File: src/core/wdg_consts.vh
// constants for the windowed reset watchdog
// assumes inclusion by bare name from the core design file
`ifndef WDG_CONSTS_VH
`define WDG_CONSTS_VH

// ****************************************
// register map
// ****************************************
`define WDG_CTRL_ADDR     12'h00c
`define WDG_CTRL_RESET    8'h7f
`define WDG_ACT_BIT       7
`define WDG_CNT_MSB       6
`define WDG_TOP_BIT       6
`define WDG_CNT_RESET     7'h7f
`define WDG_ACT_RESET     1'b0
`define WDG_FIRE_COUNT    7'h40

// ****************************************
// timing
// ****************************************
`define WDG_TICK_DIV      16'h0fa0
`define WDG_RST_PULSE     4'h8

`endif

File: src/core/windowed_reset_watchdog.v
// software-activated watchdog with a 7-bit down-counter, APB slave
// assumes one 20 MHz clock, async active-high reset, synchronous inputs
//
// How it works
// - writing one to bit 7 activates watchdog
// - activation bit ignores clears until reset
// - no watchdog reset while not activated
// - bits 6:0 hold readable down-counter value
// - reset fires when counter steps 40h to 3fh
// - control register resets to 7fh
// - counting continues during processor wait state
//
// The APB interface to the registers was chosen for this implementation.
`timescale 1ns/10ps
`include "wdg_consts.vh"

module windowed_reset_watchdog #(
  parameter TICK_DIV = `WDG_TICK_DIV
) (
  input  wire        ref_clk,
  input  wire        sys_rst,
  input  wire        psel,
  input  wire        penable,
  input  wire        pwrite,
  input  wire [11:0] paddr,
  input  wire [31:0] pwdata,
  output reg  [31:0] prdata,
  output reg         pready,
  output reg         pslverr,
  output reg         wdg_reset_out
);

  // ****************************************
  // state
  // ****************************************
  reg         watchdog_activate_reg;
  reg  [6:0]  count_reg;
  reg  [15:0] presc_reg;
  reg  [3:0]  pulse_reg;
  reg  [6:0]  count_next;
  reg         act_next;
  wire        setup;
  wire        hit;
  wire        tick;
  wire        wr;
  wire        fire;

  assign setup = psel & ~penable;
  assign hit   = (paddr == `WDG_CTRL_ADDR);
  assign wr    = psel & penable & pready & pwrite & hit;
  assign tick  = (presc_reg == TICK_DIV[15:0] - 16'h0001);
  assign fire  = watchdog_activate_reg & tick & ~wr &
                 (count_reg == `WDG_FIRE_COUNT);

  // ****************************************
  // apb slave, no wait states
  // ****************************************
  always @(posedge ref_clk or posedge sys_rst) begin
    if (sys_rst) begin
      pready  <= 1'b0;
      pslverr <= 1'b0;
      prdata  <= 32'h00000000;
    end else begin
      pready  <= setup;
      pslverr <= setup & ~hit;
      if (setup & ~pwrite & hit) begin
        prdata <= {24'h000000, watchdog_activate_reg, count_reg};
      end else if (setup) begin
        prdata <= 32'h00000000;
      end
    end
  end

  // ****************************************
  // counter and activation
  // ****************************************
  always @* begin
    act_next   = watchdog_activate_reg;
    count_next = count_reg;
    if (tick) begin
      count_next = count_reg - 7'h01;
    end
    if (wr) begin
      count_next = pwdata[`WDG_CNT_MSB:0];
      act_next = watchdog_activate_reg | pwdata[`WDG_ACT_BIT];
    end
  end

  always @(posedge ref_clk or posedge sys_rst) begin
    if (sys_rst) begin
      watchdog_activate_reg <= `WDG_ACT_RESET;
      count_reg             <= `WDG_CNT_RESET;
      presc_reg             <= 16'h0000;
      pulse_reg             <= 4'h0;
      wdg_reset_out         <= 1'b0;
    end else begin
      watchdog_activate_reg <= act_next;
      count_reg             <= count_next;
      presc_reg             <= tick ? 16'h0000 : presc_reg + 16'h0001;
      if (fire) begin
        pulse_reg <= `WDG_RST_PULSE;
      end else if (pulse_reg != 4'h0) begin
        pulse_reg <= pulse_reg - 4'h1;
      end
      wdg_reset_out <= fire | (pulse_reg > 4'h1);
    end
  end

endmodule // windowed_reset_watchdog

File: config.mk
export PLATFORM = sky130hd
export DESIGN_NAME = windowed_reset_watchdog
export DESIGN_NICKNAME = d
export VERILOG_FILES = /design/src/core/windowed_reset_watchdog.v
export VERILOG_INCLUDE_DIRS = /design/src /design/src/core
export SDC_FILE = /design/constraint.sdc
export NUM_CORES = 1
export LEC_CHECK = 0
export ABC_AREA = 1
export BUFFER_PORTS_ARGS = -buffer_cell sky130_fd_sc_hd__buf_2
export CAP_MARGIN = 25
export CORE_MARGIN = 2
export CORE_UTILIZATION = 45
export DETAILED_ROUTE_END_ITERATION = 16
export GPL_TIMING_DRIVEN = 0
export PLACE_DENSITY = 0.85
export SYNTH_ARGS = -nofsm -noshare
export SYNTH_HDL_FRONTEND = slang
export SYNTH_SLANG_ARGS = --single-unit
export TNS_END_PERCENT = 30
File: constraint.sdc
create_clock -name ref_clk -period 1.4 [get_ports ref_clk]
set_input_delay 0.28 -clock ref_clk [delete_from_list [all_inputs] [get_ports ref_clk]]
set_output_delay 0.28 -clock ref_clk [all_outputs]
set_load 0.02 [all_outputs]
==> run metrics, run 1 <==
status=finished clean; half-perimeter wire length after placement=3490 um; clk sink count=39; fin crit period=1380 ps; DRC errors left=0; crit path buf inv count=2; die width=~76 um; sequential-to-total area share from yosys stat=between 40% and 50%; first-iteration detailed-routing DRC count=71; clk_skew=2.33 ps; Post-Route WL=about 4800 um; GRT Util Overall=17.8%; Hold Buf Count CTS=0; Final Hold Vio Count=0; H-tree levels=2; Post-Syn Instances=307; CP cell instances=buf_4 > nand3_1 > inv_2 > nand2_1 > o21ai_2 > a21boi_0; layout cells sized above 1=30.1%; post-DR vias/cell=4.64; CP peak stage delay=410 ps; global-route wire length before repair=roughly 8500 um; average wire per standard cell=10.8 um; number of CTS-inserted buffers=5; Rows=26; clk_lat worst skew=290 ps; Final Power=2.16 mW; Max rail drop VDD=around 0.53 mV; Final Cycle Share=98.9%; Max Fclk=approximately 720 MHz; core area=0.00504 mm2; power density cells=740 mW/mm2; RSZ-0062 raised after global routing=true; Final ANT Viol Nets=0; Max Cap Viol=0; Synth Warn #=0; area share of the largest cell type after synthesis=34.3%; IO buf count=35; CP Capture Type=flip-flop; FF-to-FF setup slack=20 ps; reg-to-reg startpoint=presc_reg[0]$_DFF_PP0_; Worst-path clk slew=70 ps; cell area after synthesis=0.00234 mm2; Initial Util=46.3%; dpl cell area=0.00269 mm2; largest net degree at the start of global routing=40; n_diodes=0; worst reg2reg path depth=6; Die Height=76.1 um; 1st-pass router iterations=4; FF+latch count, synth=39; slowest CP cell=dfrtp_1; post-synth top area cell=dfrtp_1; Slew @ Worst Pin=795 ps; Worst Path Arrival=1550 ps; die area=0.00578 mm2; Crit Path Max Fanout=3; Max Root-Sink Buffers=2; delay-heaviest family, CP=flip-flops; slew margin rel.=46.9%; hold slack=133 ps; Critical Path RT=1560 ps; kind of critical path=reg -> reg; Worst setup SP type=flip-flop; root buffer cell=clkbuf_8; Final nets=432; post-route core utilization=57.8%; R2R Path End=presc_reg[9]$_DFF_PP0_; Pins Over Slew Limit=0; Leak Pwr=about 1.6 nW; number of global-route vias before repair=2023; largest cells by area after synthesis=dfrtp_1 34%, nand2_1 10%, dfstp_2 7.9%; total number of vias=2085; Largest register FFs=16; GR Overflow Total=0; synth-to-layout area growth=24.8%; final setup vio count=0; Synth cell types=27; RD Place Congestion=a little under 0.9; CTS tree=built; Mean Syn Cell Area=approximately 7.6 um2; initial antenna violation count=0; # IOs=84; final instance area=0.00292 mm2; Hold Path Class=in -> async
==> cell families after synthesis <==
| group | Yosys count | share of synthesized area (%) |
|---|---|---|
| AND/OR/NAND/NOR | 165 | 31.4 |
| buffers and inverters | 68 | 15.4 |
| flip-flops | 39 | 42.2 |
| AO/OA/AOI/OAI | 18 | 4.07 |
| XOR/XNOR | 11 | 4.12 |
| adder cells (fa/ha/maj) | 5 | 2.68 |
| other | 1 | 0.161 |
==> cell usage after synthesis <==
cell type / count
a21boi_0: 2
buf_6: 2
nor3_1: 5
conb_1: 1
nor2_2: 7
nand4_1: 6
dfrtp_1: 32
and2_1: 1
nor2_1: 41
nand2_1: 65
xor2_1: 10
nand2_2: 4
buf_4: 24
nand3_2: 1
nor4_1: 1
a21oi_1: 3
nand3_1: 32
ha_1: 5
inv_1: 37
inv_2: 4
nor2_4: 1
xnor2_1: 1
clkinv_1: 1
o21ai_1: 2
dfstp_2: 7
o21ai_0: 11
nor3_2: 1
==> worst register-to-register path, delay by kind of cell, from the launching register on <==
family,cells,cell delay (ps)
simple gates,2,260
compound gates,2,330
flops,1,410
buf+inv,2,250
==> layout by cell type, fill, tap and decap left out <==
| master | instances |
|---|---|
| nor2_1 | 39 |
| o21ai_1 | 3 |
| inv_1 | 33 |
| nand2_2 | 4 |
| conb_1 | 24 |
| dfrtp_1 | 32 |
| dfstp_2 | 7 |
| nand3_1 | 31 |
| and2_1 | 1 |
| nor2_2 | 5 |
| buf_4 | 29 |
| clkbuf_1 | 1 |
| clkinv_1 | 1 |
| nor2_4 | 5 |
| clkbuf_8 | 7 |
| nand3_2 | 2 |
| o21ai_0 | 9 |
| nand2_4 | 3 |
| a21oi_1 | 3 |
| xor2_1 | 10 |
| ha_4 | 1 |
| buf_2 | 35 |
| o21ai_2 | 1 |
| xnor2_1 | 1 |
| nand2_1 | 62 |
| nand4_1 | 6 |
| nor3_2 | 3 |
| a21boi_0 | 2 |
| nor3_1 | 3 |
| ha_2 | 1 |
| buf_6 | 3 |
| nor4_1 | 1 |
| ha_1 | 3 |
| inv_2 | 8 |
==> cell type report <==
class	instances	area (um2)
buffer	26	203
clock buffer	8	100
fill	436	2130
inverter	42	158
multi-input combinational	223	1160
sequential	39	985
tap	70	87.6
timing repair buffer	41	224
==> worst max-delay path by stage <==
stage                                    to  depth (start not counted)                   start  slack [ps]
global placement          pslverr$_DFF_PP0_                          2                 sys_rst        -270
global route        wdg_reset_out$_DFF_PP0_                          7  presc_reg[6]$_DFF_PP0_        -110
finish               presc_reg[9]$_DFF_PP0_                          6  presc_reg[0]$_DFF_PP0_          20
detailed placement   presc_reg[9]$_DFF_PP0_                          8  presc_reg[0]$_DFF_PP0_        -150
CTS                  presc_reg[5]$_DFF_PP0_                          9  presc_reg[1]$_DFF_PP0_           2
floorplan            presc_reg[5]$_DFF_PP0_                          9  presc_reg[0]$_DFF_PP0_          90
==> stage by stage <==
step | setup TNS, ps | worst slack, ps | cells
final | 0 | 15.5 | 449
after global routing | -1040 | -113 | 449
after CTS | 0 | 1.60 | 447
after detailed placement | -1040 | -151 | 435
after global placement | -9420 | -274 | 435
after floorplan | 0 | 93.1 | 330
==> metal layers <==
layer / routed length, um / track usage, % / vias to the layer above
met1: 2050 / 20.4 / 964
li1: - / - / 1053
met4: 99 / 8.36 / 0
met2: 2460 / 32.2 / 59
met5: 0 / 0 / -
met3: 220 / 3.32 / 9
==> power by group <==
part	switching [mW]	total, mW	internal (mW)	leakage, nW
combinational	0.121	0.200	0.0785	1.06
clock	0.378	0.827	0.449	0.0515
sequential	0.000990	1.13	1.13	0.498
total	0.500	2.16	1.66	1.60
==> timing repair <==
action | CTS | global route
gates cloned | 1 | 0
pin swaps | 6 | 9
buffers inserted | 3 | 2
endpoints found under the setup margin | 19 | 20
resized for setup | 13 | 13
Power figures use the tool's default switching activity.
==> run 2, diff against run 1 <==
--- a/config.mk
+++ b/config.mk
@@ -14,6 +14,7 @@
 export DETAILED_ROUTE_END_ITERATION = 16
 export GPL_TIMING_DRIVEN = 0
 export PLACE_DENSITY = 0.85
+export RECOVER_POWER = 25
 export SYNTH_ARGS = -nofsm -noshare
 export SYNTH_HDL_FRONTEND = slang
 export SYNTH_SLANG_ARGS = --single-unit
==> run 2 against run 1 <==
- hold slack worse by 1.7 ps
- critical path depth did not move
- wire length hardly changed
- sequential power about the same
- global-route usage stayed put
- sequential share of layout area barely moved
- non-clock buffer count unchanged
- critical path type unchanged
- critical endpoint unchanged
- largest power group unchanged
==> run metrics, run 2 (synthesized netlist as in run 1, its figures left out) <==
CTS tree=built; 1st-pass router iterations=4; # IOs=84; Worst-path clk slew=70 ps; half-perimeter wire length after placement=3490 um; largest net degree at the start of global routing=40; Worst setup SP type=flip-flop; clk_lat worst skew=290 ps; core area=a little over 0.005 mm2; kind of critical path=reg -> reg; crit path buf inv count=2; status=finished clean; DRC errors left=0; n_diodes=0; Max Root-Sink Buffers=2; Max rail drop VDD=0.531 mV; commonest non-fill, non-tap cell in the layout=nand2_1; Initial Util=46.3%; Slew @ Worst Pin=791 ps; number of global-route vias before repair=2023; hold slack=roughly 130 ps; number of CTS-inserted buffers=5; Critical Path RT=1560 ps; CP Capture Type=flip-flop; Die Height=76.1 um; Final Cycle Share=98.9%; root buffer cell=clkbuf_8; post-DR vias/cell=~4.6; Leak Pwr=around 1.6 nW; total number of vias=2081; Max Cap Viol=0; clk_skew=2.36 ps; die area=0.00578 mm2; Crit Path Max Fanout=3; Final ANT Viol Nets=0; IO buf count=35; Final nets=about 430; synth-to-layout area growth=24.7%; average wire per standard cell=10.8 um; CP peak stage delay=between 400 and 500 ps; Largest register FFs=16; die width=around 76 um; H-tree levels=2; global-route wire length before repair=around 8500 um; RD Place Congestion=just under 0.9; Worst Path Arrival=1550 ps; slew margin rel.=approximately 47%; Final Hold Vio Count=0; Post-Route WL=4830 um; fin crit period=between 1000 and 1500 ps; power density cells=741 mW/mm2; Rows=26; first-iteration detailed-routing DRC count=71; RSZ-0062 raised after global routing=true; Hold Buf Count CTS=0; Max Fclk=722 MHz; Pins Over Slew Limit=0; initial antenna violation count=0; final setup vio count=0; delay-heaviest family, CP=flip-flops; Fin Setup TNS=0 ps; slowest CP cell=dfrtp_1; CP cell instances=buf_4 > nand3_1 > inv_2 > nand2_1 > o21ai_2 > a21boi_0; Final Power=around 2.2 mW; layout cells sized above 1=29.8%; post-route core utilization=57.8%; clk sink count=39; Hold Path Class=in -> async; GR Overflow Total=0; most frequent cells in the layout=62 x nand2_1, 40 x nor2_1, 35 x buf_2; GRT Util Overall=between 10% and 20%
[run 2: timing repair]
action / in CTS / in global routing
gates resized for setup: 13 / 13
cloned: 1 / 0
pin swaps: 6 / 9
buffers inserted: 3 / 2
setup endpoints to repair: 19 / 20
[run 2: path summary, 6_finish.rpt]
| path | depth (start not counted) | slack [ps] | to | startpoint |
|---|---|---|---|---|
| max in group asynchronous | 2 | 770 | prdata[3]$_DFFE_PP0P_ | sys_rst |
| worst max-delay path | 6 | 20 | presc_reg[9]$_DFF_PP0_ | presc_reg[0]$_DFF_PP0_ |
| worst min-delay path | 2 | 130 | wdg_reset_out$_DFF_PP0_ | sys_rst |
| min in group ref_clk | 2 | 160 | pready$_DFF_PP0_ | penable |
| worst min register to register | 2 | 480 | prdata[5]$_DFFE_PP0P_ | prdata[5]$_DFFE_PP0P_ |
| worst max register to register | 6 | 20 | presc_reg[9]$_DFF_PP0_ | presc_reg[0]$_DFF_PP0_ |
[run 2: report_power, final]
group | total [mW] | switching (mW) | leakage (nW) | internal [mW]
Combinational | 0.199 | 0.121 | 1.06 | 0.0782
Sequential | 1.13 | 0.000990 | 0.498 | 1.13
Clock | 0.828 | 0.378 | 0.0515 | 0.449
[run 2: per-stage QoR]
step	instance area [um2]	setup WS, ps	cells
2_1_floorplan	2420	93.1	330
3_3_place_gp	2690	-274	435
3_5_place_dp	2690	-151	435
4_1_cts	2860	1.60	447
5_1_grt	2910	-113	449
6_report	2910	15.6	449
[run 2: metal layers]
metal | vias to the layer above | wire [um] | track usage (%)
met2 | 56 | 2470 | 32.2
met3 | 9 | 212 | 3.32
met5 | - | 0 | 0
met4 | 0 | 99 | 8.36
li1 | 1054 | - | -
met1 | 962 | 2050 | 20.4
[run 2: final cells by class]
class	count	area, um2
buffer	26	203
tap	70	87.6
sequential	39	985
clock buffer	8	100
timing repair buffer	41	224
fill	437	2130
multi-input combinational	223	1160
inverter	42	158
==> run 3, diff against run 2 <==
--- a/config.mk
+++ b/config.mk
@@ -7,13 +7,13 @@
 export NUM_CORES = 1
 export LEC_CHECK = 0
 export ABC_AREA = 1
-export BUFFER_PORTS_ARGS = -buffer_cell sky130_fd_sc_hd__buf_2
 export CAP_MARGIN = 25
 export CORE_MARGIN = 2
 export CORE_UTILIZATION = 45
 export DETAILED_ROUTE_END_ITERATION = 16
+export DONT_BUFFER_PORTS = 1
 export GPL_TIMING_DRIVEN = 0
-export PLACE_DENSITY = 0.85
+export PLACE_DENSITY = 0.71
 export RECOVER_POWER = 25
 export SYNTH_ARGS = -nofsm -noshare
 export SYNTH_HDL_FRONTEND = slang
==> run 3 against run 2 <==
- combinational power is 22% lower
- sequential power about the same
- die area unchanged
- flip-flop and latch count did not move
- setup slack worse by 16 ps
- wire length increased by 2.8%
- global-route usage barely moved
- highest routed layer unchanged
- the flow now finishes with violations (negative setup slack)
- core utilization is 2.2 points lower
==> run metrics, run 3 (synthesized netlist as in run 1, its figures left out) <==
Final nets=400; Initial Util=46.3%; worst reg2reg path depth=8; clk sink count=39; Largest register FFs=16; GR Overflow Total=0; Leak Pwr=1.49 nW; post-DR vias/cell=4.75; average wire per standard cell=11.9 um; CTS tree=built; Final Hold Vio Count=0; first-iteration detailed-routing DRC count=approximately 110; 1st-pass router iterations=4; Final ANT Viol Nets=0; GRT Util Overall=between 15 and 20%; dpl ws=-163 ps; commonest non-fill, non-tap cell in the layout=nand2_1; Fin Setup TNS=-0.319 ps; RSZ-0062 raised after global routing=true; Critical Path RT=1640 ps; number of CTS-inserted buffers=5; Max Cap Viol=0; CP Capture Type=flip-flop; Hold Buf Count CTS=0; hold slack=20.8 ps; synth-to-layout area growth=20.0%; layout cells sized above 1=about a quarter; largest net degree at the start of global routing=40; area taken by multi-input logic gates=0.00118 mm2; non-filler cells in the finished layout=approximately 420; FF+latch area=987 um2; Max Root-Sink Buffers=2; global-route wire length before repair=8310 um; IO buf count=0; total number of vias=1982; RD Place Congestion=approximately 0.86; Worst-path clk slew=80 ps; Pins Over Slew Limit=0; failing checks=negative setup slack; n_diodes=0; slew margin rel.=a little under half; half-perimeter wire length after placement=between 3000 and 4000 um; status=complete, but fails checks; initial antenna violation count=0; power density cells=809 mW/mm2; Die Height=roughly 76 um; Crit Path Max Fanout=6; Hold Path Class=in -> async; kind of critical path=reg -> reg; most frequent cells in the layout=62 x nand2_1, 39 x nor2_1, 34 x inv_1; Worst Path Arrival=~1600 ps; Worst setup SP type=flip-flop; Slew @ Worst Pin=807 ps; DRC errors left=0; Fillers=~480; die area=0.00578 mm2; number of global-route vias before repair=1900; root buffer cell=clkbuf_8; Max rail drop VDD=0.439 mV; placed cells=400; clk_lat worst skew=between 200 and 300 ps; Max Fclk=714 MHz; core area=0.00504 mm2; H-tree levels=2; fin crit period=1400 ps; Final Cycle Share=100%; die width=about 76 um; final setup vio count=1; clk_skew=7.25 ps; Post-Route WL=~5000 um; Rows=26; # IOs=84; Setup WS post-layout=-0.319 ps
## run 3: metrics by stage
| stage | cell area [um2] | util [%] | power (mW) |
|---|---|---|---|
| after floorplan | 2420 | - | 1.30 |
| after global placement | 2510 | 49.8 | 1.31 |
| after detailed placement | 2510 | 49.8 | 1.31 |
| after CTS | 2700 | 53.6 | 2.28 |
| after global routing | 2800 | 55.6 | 2.35 |
| final | 2800 | 55.6 | 2.27 |
## run 3: worst max-delay path, cell delays in order (launching register included)
cell and delay [ps]:
dfrtp_1 370, ha_2 210, nand2_4 70, nor2_4 140, nand2_2 80, nor2_4 180
buf_4 140, nand3_1 80, nand3_1 80
## run 3: metal layers
layer  track usage [%]  share of wire, %
met5                 0                 0
met4              6.36               2.1
met3              3.20               5.6
met2              32.1                52
met1              21.3                40
## run 3: area by class of cell
class	instances	area share, %
plain buffers	26	7.23
flip-flops and latches	39	35.2
clock buffers	6	2.95
inverters	42	5.62
clock inverters	2	1.25
well taps	70	3.12
repair buffers	9	2.54
multi-input cells	223	42.1
## run 3: what timing repair did
action | in CTS | in global routing
buffers inserted | 3 | 5
endpoints found under the setup margin | 19 | 22
gates resized for setup | 17 | 18
cloned | 1 | 0
pin swaps | 8 | 9
## run 3: path summary, 6_finish.rpt
kind                                         startpoint                  endpoint  slack, ps
worst max-delay path             presc_reg[1]$_DFF_PP0_  count_reg[2]$_DFFE_PP1P_       -0.3
worst min-delay path                            sys_rst   presc_reg[10]$_DFF_PP0_         20
worst max register to register   presc_reg[1]$_DFF_PP0_  count_reg[2]$_DFFE_PP1P_       -0.3
worst min register to register  presc_reg[14]$_DFF_PP0_   presc_reg[14]$_DFF_PP0_        500
max in group asynchronous                       sys_rst    presc_reg[5]$_DFF_PP0_        810
min in group ref_clk                            penable          pready$_DFF_PP0_         60
## run 3: power by group
group          switching (mW)  internal (mW)  total, mW
Sequential            0.00549           1.13       1.14
Combinational           0.102         0.0535      0.156
Clock                   0.399          0.577      0.976
